[config.mk]
export PLATFORM = sky130hd
export DESIGN_NAME = dspsc_ctrl
export DESIGN_NICKNAME = d
export VERILOG_FILES = /design/src/inc/dspsc_pkg.sv /design/src/core/dspsc_clk_div.sv /design/src/core/dspsc_ctrl.sv
export VERILOG_INCLUDE_DIRS = /design/src /design/src/inc
export SDC_FILE = /design/constraint.sdc
export NUM_CORES = 1
export LEC_CHECK = 0
export ABC_AREA = 1
export BUFFER_PORTS_ARGS = -buffer_cell sky130_fd_sc_hd__buf_4
export CORE_MARGIN = 3
export CORE_UTILIZATION = 45
export CTS_BUF_LIST = sky130_fd_sc_hd__clkbuf_2
export DETAILED_ROUTE_END_ITERATION = 8
export PLACE_DENSITY_LB_ADDON = 0.2
export SYNTH_ARGS = -nofsm -noshare
export SYNTH_HDL_FRONTEND = slang
export SYNTH_HIERARCHICAL = 1
export SYNTH_SLANG_ARGS = --single-unit
[constraint.sdc]
create_clock -name ref_clk_i -period 57.1 [get_ports ref_clk_i]
set_input_delay 17.13 -clock ref_clk_i [delete_from_list [all_inputs] [get_ports ref_clk_i]]
set_output_delay 17.13 -clock ref_clk_i [all_outputs]
set_load 0.005 [all_outputs]
[src/inc/dspsc_defs.svh]
`ifndef DSPSC_DEFS_SVH
`define DSPSC_DEFS_SVH

// Register byte addresses.
`define DSPSC_PMEM_PWR_ADDR 24'h017094
`define DSPSC_PMEM_FIRST_ADDR 24'h017098
`define DSPSC_PMEM_LAST_ADDR 24'h0170b0
`define DSPSC_CLK_REQ_ADDR 24'hb80000
`define DSPSC_CLK_ACT_ADDR 24'hb80008
`define DSPSC_SOFT_RST_ADDR 24'hb80010
`define DSPSC_ARB_CTRL_ADDR 24'hb80050
`define DSPSC_CORE_CTRL_ADDR 24'hbc1000
`define DSPSC_ARB_MASK_ADDR 24'hbc5a00

// Field positions.
`define DSPSC_ODD_BIT 0
`define DSPSC_EVEN_BIT 1
`define DSPSC_CORE_EN_BIT 0
`define DSPSC_CORE_RST_BIT 9
`define DSPSC_PULSE_BIT 0

// Sizes and reset values.
`define DSPSC_NUM_BANKS 7
`define DSPSC_NUM_MASTERS 8
`define DSPSC_CLK_REQ_RST 16'h0000
`define DSPSC_ARB_MASK_RST 8'h00

// Clock rates in 1/64 MHz units: source is 20 MHz, DSP ceiling chosen equal.
`define DSPSC_SRC_FREQ 16'h0500
`define DSPSC_MAX_FREQ 16'h0500

`endif

[src/inc/dspsc_pkg.sv]
package dspsc_pkg;
  typedef enum logic [1:0] {
    DSPSC_CORE_HELD,
    DSPSC_CORE_RESTART,
    DSPSC_CORE_RUN
  } dspsc_core_state_e;
  typedef logic [15:0] dspsc_freq_t;
endpackage

[src/core/dspsc_clk_div.sv]
`timescale 1ns/1ps
`include "dspsc_defs.svh"

// Picks the largest integer divider whose output stays at or above the request, or the smallest legal divider when none does.
module dspsc_clk_div (
  input wire logic ref_clk_i,
  input wire logic rst_n_i,
  input wire logic ce_i,
  input wire logic run_i,
  input wire dspsc_pkg::dspsc_freq_t req_i,
  output dspsc_pkg::dspsc_freq_t actual_o,
  output logic tick_o
);
  dspsc_pkg::dspsc_freq_t div;
  dspsc_pkg::dspsc_freq_t limit;
  dspsc_pkg::dspsc_freq_t cnt_ff;
  logic tick_ff;

  // Rounding the divider down keeps the rate at or above the request; the smallest legal divider caps it.
  always_comb begin
    limit = 16'((`DSPSC_SRC_FREQ + `DSPSC_MAX_FREQ - 16'h0001) / `DSPSC_MAX_FREQ);
    if (req_i == 16'h0000) begin
      div = `DSPSC_SRC_FREQ;
    end else begin
      div = 16'(`DSPSC_SRC_FREQ / req_i);
    end
    if (div < limit) begin
      div = limit;
    end
    actual_o = 16'(`DSPSC_SRC_FREQ / div);
  end

  // Divided clock enable runs only while something needs the DSP clock.
  always_ff @(posedge ref_clk_i or negedge rst_n_i) begin
    if (!rst_n_i) begin
      cnt_ff <= 16'h0000;
      tick_ff <= 1'b0;
    end else if (ce_i) begin
      if (!run_i || cnt_ff + 16'h0001 >= div) begin
        cnt_ff <= 16'h0000;
      end else begin
        cnt_ff <= cnt_ff + 16'h0001;
      end
      tick_ff <= run_i && (cnt_ff == 16'h0000);
    end
  end

  assign tick_o = tick_ff;
endmodule

[src/core/dspsc_ctrl.sv]
`timescale 1ns/1ps
`include "dspsc_defs.svh"

module dspsc_ctrl (
  input wire logic ref_clk_i,
  input wire logic rst_n_i,
  input wire logic ce_i,
  input wire logic [23:0] reg_addr_i,
  input wire logic [31:0] reg_wdata_i,
  input wire logic reg_wr_i,
  input wire logic reg_rd_i,
  input wire logic [7:0] arb_active_i,
  input wire logic [6:0] err_src_i,
  input wire logic [3:0] gp_irq_i,
  input wire logic [1:0] prof_done_i,
  output logic [31:0] reg_rdata_o,
  output logic reg_rvalid_o,
  output logic [6:0] pmem_even_avail_o,
  output logic [6:0] pmem_odd_avail_o,
  output logic pmem_even_active_o,
  output logic pmem_odd_active_o,
  output logic core_reset_n_o,
  output logic core_clk_en_o,
  output logic [7:0] arb_reset_o,
  output logic nmi_cfg_reset_o,
  output logic wdog_reset_o,
  output logic clk_low_event_o,
  output logic [6:0] err_irq_o,
  output logic [3:0] gp_irq_o,
  output logic [1:0] prof_irq_o,
  output logic nmi_o
);
  ////////////////////////////////////////////////////////////////////////////
  logic pmem_even_power_ff;
  logic pmem_odd_power_ff;
  logic [6:0] pmem_even_bank_enable_ff;
  logic [6:0] pmem_odd_bank_enable_ff;
  dspsc_pkg::dspsc_freq_t core_clock_request_ff;
  logic core_run_enable_ff;
  logic [7:0] arbiter_resync_select_ff;
  logic subsystem_reset_pulse_ff;
  logic core_reset_pulse_ff;
  logic arbiter_resync_pulse_ff;
  dspsc_pkg::dspsc_core_state_e core_state_ff;
  dspsc_pkg::dspsc_core_state_e nxt_core_state;
  dspsc_pkg::dspsc_freq_t core_clock_actual;
  logic div_tick;
  logic clk_needed;
  logic wr_soft;
  logic wr_core;
  logic wr_arb;
  logic [2:0] bank_idx;
  logic bank_hit;
  logic [31:0] nxt_rdata;
  logic [6:0] even_chain;
  logic [6:0] odd_chain;
  logic [6:0] err_irq_ff;
  logic [3:0] gp_irq_ff;
  logic [1:0] prof_irq_ff;
  logic nmi_ff;
  logic clk_low_ff;
  logic [6:0] even_avail_ff;
  logic [6:0] odd_avail_ff;
  logic even_active_ff;
  logic odd_active_ff;
  logic core_reset_n_ff;
  logic core_clk_en_ff;
  logic [7:0] arb_reset_ff;
  logic [31:0] rdata_ff;
  logic rvalid_ff;
  logic subsys_reset_ff;

  ////////////////////////////////////////////////////////////////////////////
  // Address decode for the write-one pulse registers and the bank array.
  assign wr_soft = reg_wr_i && (reg_addr_i == `DSPSC_SOFT_RST_ADDR);
  assign wr_core = reg_wr_i && (reg_addr_i == `DSPSC_CORE_CTRL_ADDR);
  assign wr_arb = reg_wr_i && (reg_addr_i == `DSPSC_ARB_CTRL_ADDR);
  assign bank_hit = (reg_addr_i >= `DSPSC_PMEM_FIRST_ADDR) && (reg_addr_i <= `DSPSC_PMEM_LAST_ADDR) &&
                    (reg_addr_i[1:0] == 2'h0);
  assign bank_idx = 3'((reg_addr_i - `DSPSC_PMEM_FIRST_ADDR) >> 2);

  // Memory controls are reset only by the pin reset, never by the soft reset.
  always_ff @(posedge ref_clk_i or negedge rst_n_i) begin
    if (!rst_n_i) begin
      pmem_even_power_ff <= 1'b0;
      pmem_odd_power_ff <= 1'b0;
      pmem_even_bank_enable_ff <= 7'h00;
      pmem_odd_bank_enable_ff <= 7'h00;
    end else if (ce_i && reg_wr_i) begin
      if (reg_addr_i == `DSPSC_PMEM_PWR_ADDR) begin
        pmem_even_power_ff <= reg_wdata_i[`DSPSC_EVEN_BIT];
        pmem_odd_power_ff <= reg_wdata_i[`DSPSC_ODD_BIT];
      end
      if (bank_hit) begin
        pmem_even_bank_enable_ff[bank_idx] <= reg_wdata_i[`DSPSC_EVEN_BIT];
        pmem_odd_bank_enable_ff[bank_idx] <= reg_wdata_i[`DSPSC_ODD_BIT];
      end
    end
  end

  // Clock request; cleared by the subsystem soft reset.
  always_ff @(posedge ref_clk_i or negedge rst_n_i) begin
    if (!rst_n_i) begin
      core_clock_request_ff <= `DSPSC_CLK_REQ_RST;
    end else if (ce_i) begin
      if (wr_soft && reg_wdata_i[`DSPSC_PULSE_BIT]) begin
        core_clock_request_ff <= `DSPSC_CLK_REQ_RST;
      end else if (reg_wr_i && reg_addr_i == `DSPSC_CLK_REQ_ADDR) begin
        core_clock_request_ff <= reg_wdata_i[15:0];
      end
    end
  end

  // Core enable and resync mask.
  always_ff @(posedge ref_clk_i or negedge rst_n_i) begin
    if (!rst_n_i) begin
      core_run_enable_ff <= 1'b0;
      arbiter_resync_select_ff <= `DSPSC_ARB_MASK_RST;
    end else if (ce_i) begin
      if (wr_core) begin
        core_run_enable_ff <= reg_wdata_i[`DSPSC_CORE_EN_BIT];
      end
      if (reg_wr_i && reg_addr_i == `DSPSC_ARB_MASK_ADDR) begin
        arbiter_resync_select_ff <= reg_wdata_i[7:0];
      end
    end
  end

  // Write-one pulses last a single cycle and never store.
  always_ff @(posedge ref_clk_i or negedge rst_n_i) begin
    if (!rst_n_i) begin
      subsystem_reset_pulse_ff <= 1'b0;
      core_reset_pulse_ff <= 1'b0;
      arbiter_resync_pulse_ff <= 1'b0;
    end else if (ce_i) begin
      subsystem_reset_pulse_ff <= wr_soft && reg_wdata_i[`DSPSC_PULSE_BIT];
      core_reset_pulse_ff <= wr_core && reg_wdata_i[`DSPSC_CORE_RST_BIT];
      arbiter_resync_pulse_ff <= wr_arb && reg_wdata_i[`DSPSC_PULSE_BIT];
    end
  end

  ////////////////////////////////////////////////////////////////////////////
  // Core sequencing: held while disabled, one restart cycle after any reset.
  always_comb begin
    nxt_core_state = core_state_ff;
    case (core_state_ff)
      dspsc_pkg::DSPSC_CORE_HELD: begin
        if (core_run_enable_ff) begin
          nxt_core_state = dspsc_pkg::DSPSC_CORE_RESTART;
        end
      end
      dspsc_pkg::DSPSC_CORE_RESTART: begin
        nxt_core_state = core_run_enable_ff ? dspsc_pkg::DSPSC_CORE_RUN : dspsc_pkg::DSPSC_CORE_HELD;
      end
      dspsc_pkg::DSPSC_CORE_RUN: begin
        if (!core_run_enable_ff) begin
          nxt_core_state = dspsc_pkg::DSPSC_CORE_HELD;
        end else if (core_reset_pulse_ff || subsystem_reset_pulse_ff) begin
          nxt_core_state = dspsc_pkg::DSPSC_CORE_RESTART;
        end
      end
      default: begin
        nxt_core_state = dspsc_pkg::DSPSC_CORE_HELD;
      end
    endcase
  end

  always_ff @(posedge ref_clk_i or negedge rst_n_i) begin
    if (!rst_n_i) begin
      core_state_ff <= dspsc_pkg::DSPSC_CORE_HELD;
    end else if (ce_i) begin
      core_state_ff <= nxt_core_state;
    end
  end

  ////////////////////////////////////////////////////////////////////////////
  // The DSP clock runs only for a running core or an active arbiter master.
  assign clk_needed = (core_state_ff == dspsc_pkg::DSPSC_CORE_RUN) || (|arb_active_i);

  dspsc_clk_div dspsc_clk_div_i (
    .ref_clk_i(ref_clk_i),
    .rst_n_i(rst_n_i),
    .ce_i(ce_i),
    .run_i(clk_needed),
    .req_i(core_clock_request_ff),
    .actual_o(core_clock_actual),
    .tick_o(div_tick)
  );

  // Bank availability: a disabled bank masks every bank above it.
  always_comb begin
    even_chain[0] = pmem_even_bank_enable_ff[0];
    odd_chain[0] = pmem_odd_bank_enable_ff[0];
    for (int i = 1; i < `DSPSC_NUM_BANKS; i++) begin
      even_chain[i] = even_chain[i-1] && pmem_even_bank_enable_ff[i];
      odd_chain[i] = odd_chain[i-1] && pmem_odd_bank_enable_ff[i];
    end
  end

  // Control outputs toward the core, arbiters, memory and watchdog.
  always_ff @(posedge ref_clk_i or negedge rst_n_i) begin
    if (!rst_n_i) begin
      even_avail_ff <= 7'h00;
      odd_avail_ff <= 7'h00;
      even_active_ff <= 1'b0;
      odd_active_ff <= 1'b0;
      core_reset_n_ff <= 1'b0;
      core_clk_en_ff <= 1'b0;
      arb_reset_ff <= 8'h00;
      subsys_reset_ff <= 1'b0;
    end else if (ce_i) begin
      even_avail_ff <= even_chain;
      odd_avail_ff <= odd_chain;
      even_active_ff <= pmem_even_power_ff && (|even_chain);
      odd_active_ff <= pmem_odd_power_ff && (|odd_chain);
      core_reset_n_ff <= (core_state_ff == dspsc_pkg::DSPSC_CORE_RUN);
      core_clk_en_ff <= div_tick;
      arb_reset_ff <= ({8{arbiter_resync_pulse_ff}} & arbiter_resync_select_ff) |
                      {8{subsystem_reset_pulse_ff}};
      subsys_reset_ff <= subsystem_reset_pulse_ff;
    end
  end

  // Interrupt event lines registered straight through; nmi and clock-low are qualified by the running core.
  always_ff @(posedge ref_clk_i or negedge rst_n_i) begin
    if (!rst_n_i) begin
      err_irq_ff <= 7'h00;
      gp_irq_ff <= 4'h0;
      prof_irq_ff <= 2'h0;
      nmi_ff <= 1'b0;
      clk_low_ff <= 1'b0;
    end else if (ce_i) begin
      err_irq_ff <= err_src_i;
      gp_irq_ff <= gp_irq_i;
      prof_irq_ff <= prof_done_i;
      nmi_ff <= err_src_i[5] && (core_state_ff == dspsc_pkg::DSPSC_CORE_RUN);
      clk_low_ff <= (core_state_ff == dspsc_pkg::DSPSC_CORE_RUN) &&
                    (core_clock_actual < core_clock_request_ff);
    end
  end

  ////////////////////////////////////////////////////////////////////////////
  // Read mux; pulse registers and unmapped addresses read zero.
  always_comb begin
    nxt_rdata = 32'h00000000;
    if (reg_addr_i == `DSPSC_PMEM_PWR_ADDR) begin
      nxt_rdata = {30'h0, pmem_even_power_ff, pmem_odd_power_ff};
    end else if (bank_hit) begin
      nxt_rdata = {30'h0, pmem_even_bank_enable_ff[bank_idx], pmem_odd_bank_enable_ff[bank_idx]};
    end else if (reg_addr_i == `DSPSC_CLK_REQ_ADDR) begin
      nxt_rdata = {16'h0, core_clock_request_ff};
    end else if (reg_addr_i == `DSPSC_CLK_ACT_ADDR) begin
      nxt_rdata = {16'h0, (core_run_enable_ff ? core_clock_actual : 16'h0000)};
    end else if (reg_addr_i == `DSPSC_CORE_CTRL_ADDR) begin
      nxt_rdata = {31'h0, core_run_enable_ff};
    end else if (reg_addr_i == `DSPSC_ARB_MASK_ADDR) begin
      nxt_rdata = {24'h0, arbiter_resync_select_ff};
    end
  end

  always_ff @(posedge ref_clk_i or negedge rst_n_i) begin
    if (!rst_n_i) begin
      rdata_ff <= 32'h00000000;
      rvalid_ff <= 1'b0;
    end else if (ce_i) begin
      rvalid_ff <= reg_rd_i;
      if (reg_rd_i) begin
        rdata_ff <= nxt_rdata;
      end
    end
  end

  assign reg_rdata_o = rdata_ff;
  assign reg_rvalid_o = rvalid_ff;
  assign pmem_even_avail_o = even_avail_ff;
  assign pmem_odd_avail_o = odd_avail_ff;
  assign pmem_even_active_o = even_active_ff;
  assign pmem_odd_active_o = odd_active_ff;
  assign core_reset_n_o = core_reset_n_ff;
  assign core_clk_en_o = core_clk_en_ff;
  assign arb_reset_o = arb_reset_ff;
  assign nmi_cfg_reset_o = subsys_reset_ff;
  assign wdog_reset_o = subsys_reset_ff;
  assign clk_low_event_o = clk_low_ff;
  assign err_irq_o = err_irq_ff;
  assign gp_irq_o = gp_irq_ff;
  assign prof_irq_o = prof_irq_ff;
  assign nmi_o = nmi_ff;
endmodule

==> metrics.cfg <==
[global_routing]
grt_pass1_vias = 19680
grt_overflow = 0
antenna_found_initial = 1
grt_pass1_wl_um = 97370
globalRouteTotalUtil_pct = 24.59
grt_max_degree = 68

[floorplanning]
rows = 77
die_y_um = 218.6
io_pins = 158
dieArea_um2 = 47780
die_w_um = 218.6
core_area_um2 = 44410
start_util_pct = 45.78

[timing]
rsz0062_at_grt = false
min_period_ns = 51.65
worst_pin_slew_ns = 0.9748
hold_violations = 0
tns_ns = 0
slew-limit-headroom_pct = 34.94
setup_viol = 0
fmax_ghz = 0.01936
layout_setup_ws_ns = 5.447
finalMaxSlewViolations = 0
skew_ns = 0.03593
period_share_pct = 90.46

[logic_synthesis]
ys_types = 76
synthCells = 3139
synth_edf_count = 0
synth-seq-area-share_pct = 15.01
syn-mean-instance-area_um2 = 6.478
synth-seq-cells = 122
synthFlopType = dfrtp_1
syn_area_um2 = 20330
synthArstFlopShare_pct = 100.0
ys_warn_count = 6

[placement]
portBuffers = 125
dp_hpwl_um = 47150
gp_congestion = 0.9276
place_ws_ns = 4.261

[finish]
area_growth_pct = 8.245
multiInputGateArea_um2 = 15310
nets = 3593
drive_above_1_share_pct = 11.82
regArea_um2 = 3053
nFillCells = 4607

[cts]
cts_tree = built
clk_path_buf_depth = 2
post_cts_buffers = 0
clock_sinks = 122
ctsHoldBuffers = 0
cts.clk_slew.worst_paths_ns = 0.21
clock-root-buffer = clkbuf_2
post_cts_resized = 0
numCtsBuffers = 17
cts_max_level = 4
insertion_delay_ns = 0.69

[routing]
wirelength_um = 59760
via_count = 20800
drtAntennaViolNets = 0
wire_per_inst_um = 15.56
post-route-drc-count = 0
first_iter_violations = 1423
dr.pass1.iters = 5
vias_per_cell = 5.413

[critical_path]
cp_top_family = simple AND/OR/NAND/NOR gates
slowest_stage = dfrtp_1
required_ns = 57.71
crit_top_cell = nand2_1
path_class = register to register
slowest_delay_ns = 0.67
start_kind = register
worstPathArrival_ns = 52.26
crit_buf_inv = 59
path_max_fanout = 20
end_kind = register

[min_path]
hp-class = register to register

[status]
outcome = finished, final reports clean

[run]
cap_violations = 0

-- Yosys cell counts (13+ instances only) --
cell | count | share of area, %
a21oi_1 | 189 | 4.7
buf_2 | 13 | 0.32
buf_4 | 28 | 1.0
clkbuf_1 | 20 | 0.37
dfrtp_1 | 122 | 15
ha_1 | 275 | 17
inv_1 | 378 | 7.0
inv_2 | 29 | 0.54
nand2_1 | 839 | 15
nand2_2 | 27 | 0.83
nand3_1 | 202 | 5.0
nand3_2 | 24 | 1.2
nand4_1 | 56 | 1.7
nor2_1 | 207 | 3.8
nor2_2 | 18 | 0.55
nor3_1 | 36 | 0.89
o21ai_0 | 162 | 4.0
o21ai_1 | 63 | 1.6
o21ai_2 | 22 | 0.95
o21bai_1 | 19 | 0.70
or2_2 | 26 | 0.80
xnor2_1 | 62 | 2.7
xor2_1 | 113 | 4.9
-- final timing paths --
path                                                       from                          end  slack (ns)  cells after the start
max                        core_clock_request_ff[1]$_DFFE_PN0P_  clk_low_event_o$_DFFE_PN0P_        5.45                    334
min reg2reg                            err_irq_o[2]$_DFFE_PN0P_     err_irq_o[2]$_DFFE_PN0P_        0.50                      2
max in group asynchronous                               rst_n_i  reg_rdata_o[10]$_DFFE_PN0P_       39.25                      2
min                                    err_irq_o[2]$_DFFE_PN0P_     err_irq_o[2]$_DFFE_PN0P_        0.50                      2
max reg2reg                core_clock_request_ff[1]$_DFFE_PN0P_  clk_low_event_o$_DFFE_PN0P_        5.45                    334
min in group asynchronous                               rst_n_i      gp_irq_o[0]$_DFFE_PN0P_       16.46                      1
-- per-layer routing --
| layer | GRT usage (%) | share of wire [%] |
|---|---|---|
| met5 | 0 | 0 |
| met1 | 32.44 | 46 |
| met2 | 42.69 | 47 |
| met4 | 6.001 | 2.1 |
| met3 | 2.976 | 5.1 |
-- metrics by stage --
step / hold slack (ns) / util (%) / instance area [um^2] / cells
2_1_floorplan: 0.4489 / - / 20400 / 3157
4_1_cts: 0.5096 / 49.48 / 21980 / 3841
5_1_grt: 0.5377 / 49.56 / 22010 / 3842
3_5_place_dp: 0.4642 / 48.80 / 21670 / 3809
6_report: 0.5020 / 49.56 / 22010 / 3842
3_3_place_gp: 0.4578 / 48.80 / 21670 / 3809
-- worst reg2reg max path, delay by kind of cell, from the launching register on --
family	cells	cell delay (ns)
buf+inv	59	8.34
simple gates	168	18.69
flops	1	0.67
fa+ha+maj	28	9.09
compound gates	77	14.41
xor+xnor	2	0.33
-- flip-flops by register name, summed over array words and instances (netlist names), 2 cells and up --
| name | cells |
|---|---|
| dspsc_clk_div_i/cnt_ff | 16 |
| prof_irq_o | 2 |
| core_clock_request_ff | 16 |
| reg_rdata_o | 16 |
| pmem_even_avail_o | 7 |
| gp_irq_o | 4 |
| pmem_odd_bank_enable_ff | 7 |
| pmem_odd_avail_o | 7 |
| err_irq_o | 7 |
| core_state_ff | 2 |
| arbiter_resync_select_ff | 8 |
| pmem_even_bank_enable_ff | 7 |
| arb_reset_o | 8 |
-- cells in the final DEF, fill, tap and decap left out, drive strengths merged, types with 3 or more instances in the layout --
cell type | netlist | final
xor2 | 113 | 113
a21o | 11 | 11
o211ai | 7 | 7
a221oi | 5 | 5
nand3 | 230 | 230
a31oi | 13 | 13
conb | 3 | 21
a32o | 3 | 3
nand4 | 58 | 58
clkbuf | 20 | 17
nand3b | 7 | 7
ha | 275 | 275
clkinv | 6 | 10
xnor2 | 62 | 62
and2 | 11 | 11
a21boi | 3 | 3
or2 | 31 | 31
bufinv | 0 | 5
o21bai | 19 | 19
clkinvlp | 0 | 3
o21ai | 250 | 250
dfrtp | 122 | 122
nor2 | 238 | 238
buf | 57 | 137
o31ai | 14 | 14
inv | 409 | 412
nor4 | 12 | 12
o22ai | 8 | 8
o21a | 12 | 12
a21oi | 201 | 201
a211oi | 12 | 12
nor3 | 39 | 39
nand2 | 874 | 874
-- area by class of cell --
| type | instances | area share [%] |
|---|---|---|
| antenna | 1 | 0.01137 |
| tap | 592 | 3.365 |
| clock inverter | 15 | 0.9834 |
| inverter | 415 | 7.140 |
| timing repair buffer | 137 | 4.673 |
| clock buffer | 17 | 0.3865 |
| multi-input combinational | 2543 | 69.57 |
| sequential | 122 | 13.87 |
-- cells by family (layout without fill, tap and decap cells) --
kind of cell | Yosys count | in the layout | share of synthesized area (%)
AO/OA/AOI/OAI | 567 | 567 | 16.56
XOR/XNOR | 175 | 175 | 7.538
adder cells (fa/ha/maj) | 275 | 275 | 16.92
buffers and inverters | 492 | 584 | 10.15
flip-flops | 122 | 122 | 15.01
multiplexers | 2 | 2 | 0.1600
other | 3 | 22 | 0.05537
AND/OR/NAND/NOR | 1503 | 1503 | 33.60
Power is not shown: default switching activity piles up to over one toggle a cycle in this logic, so the estimate is an artifact.
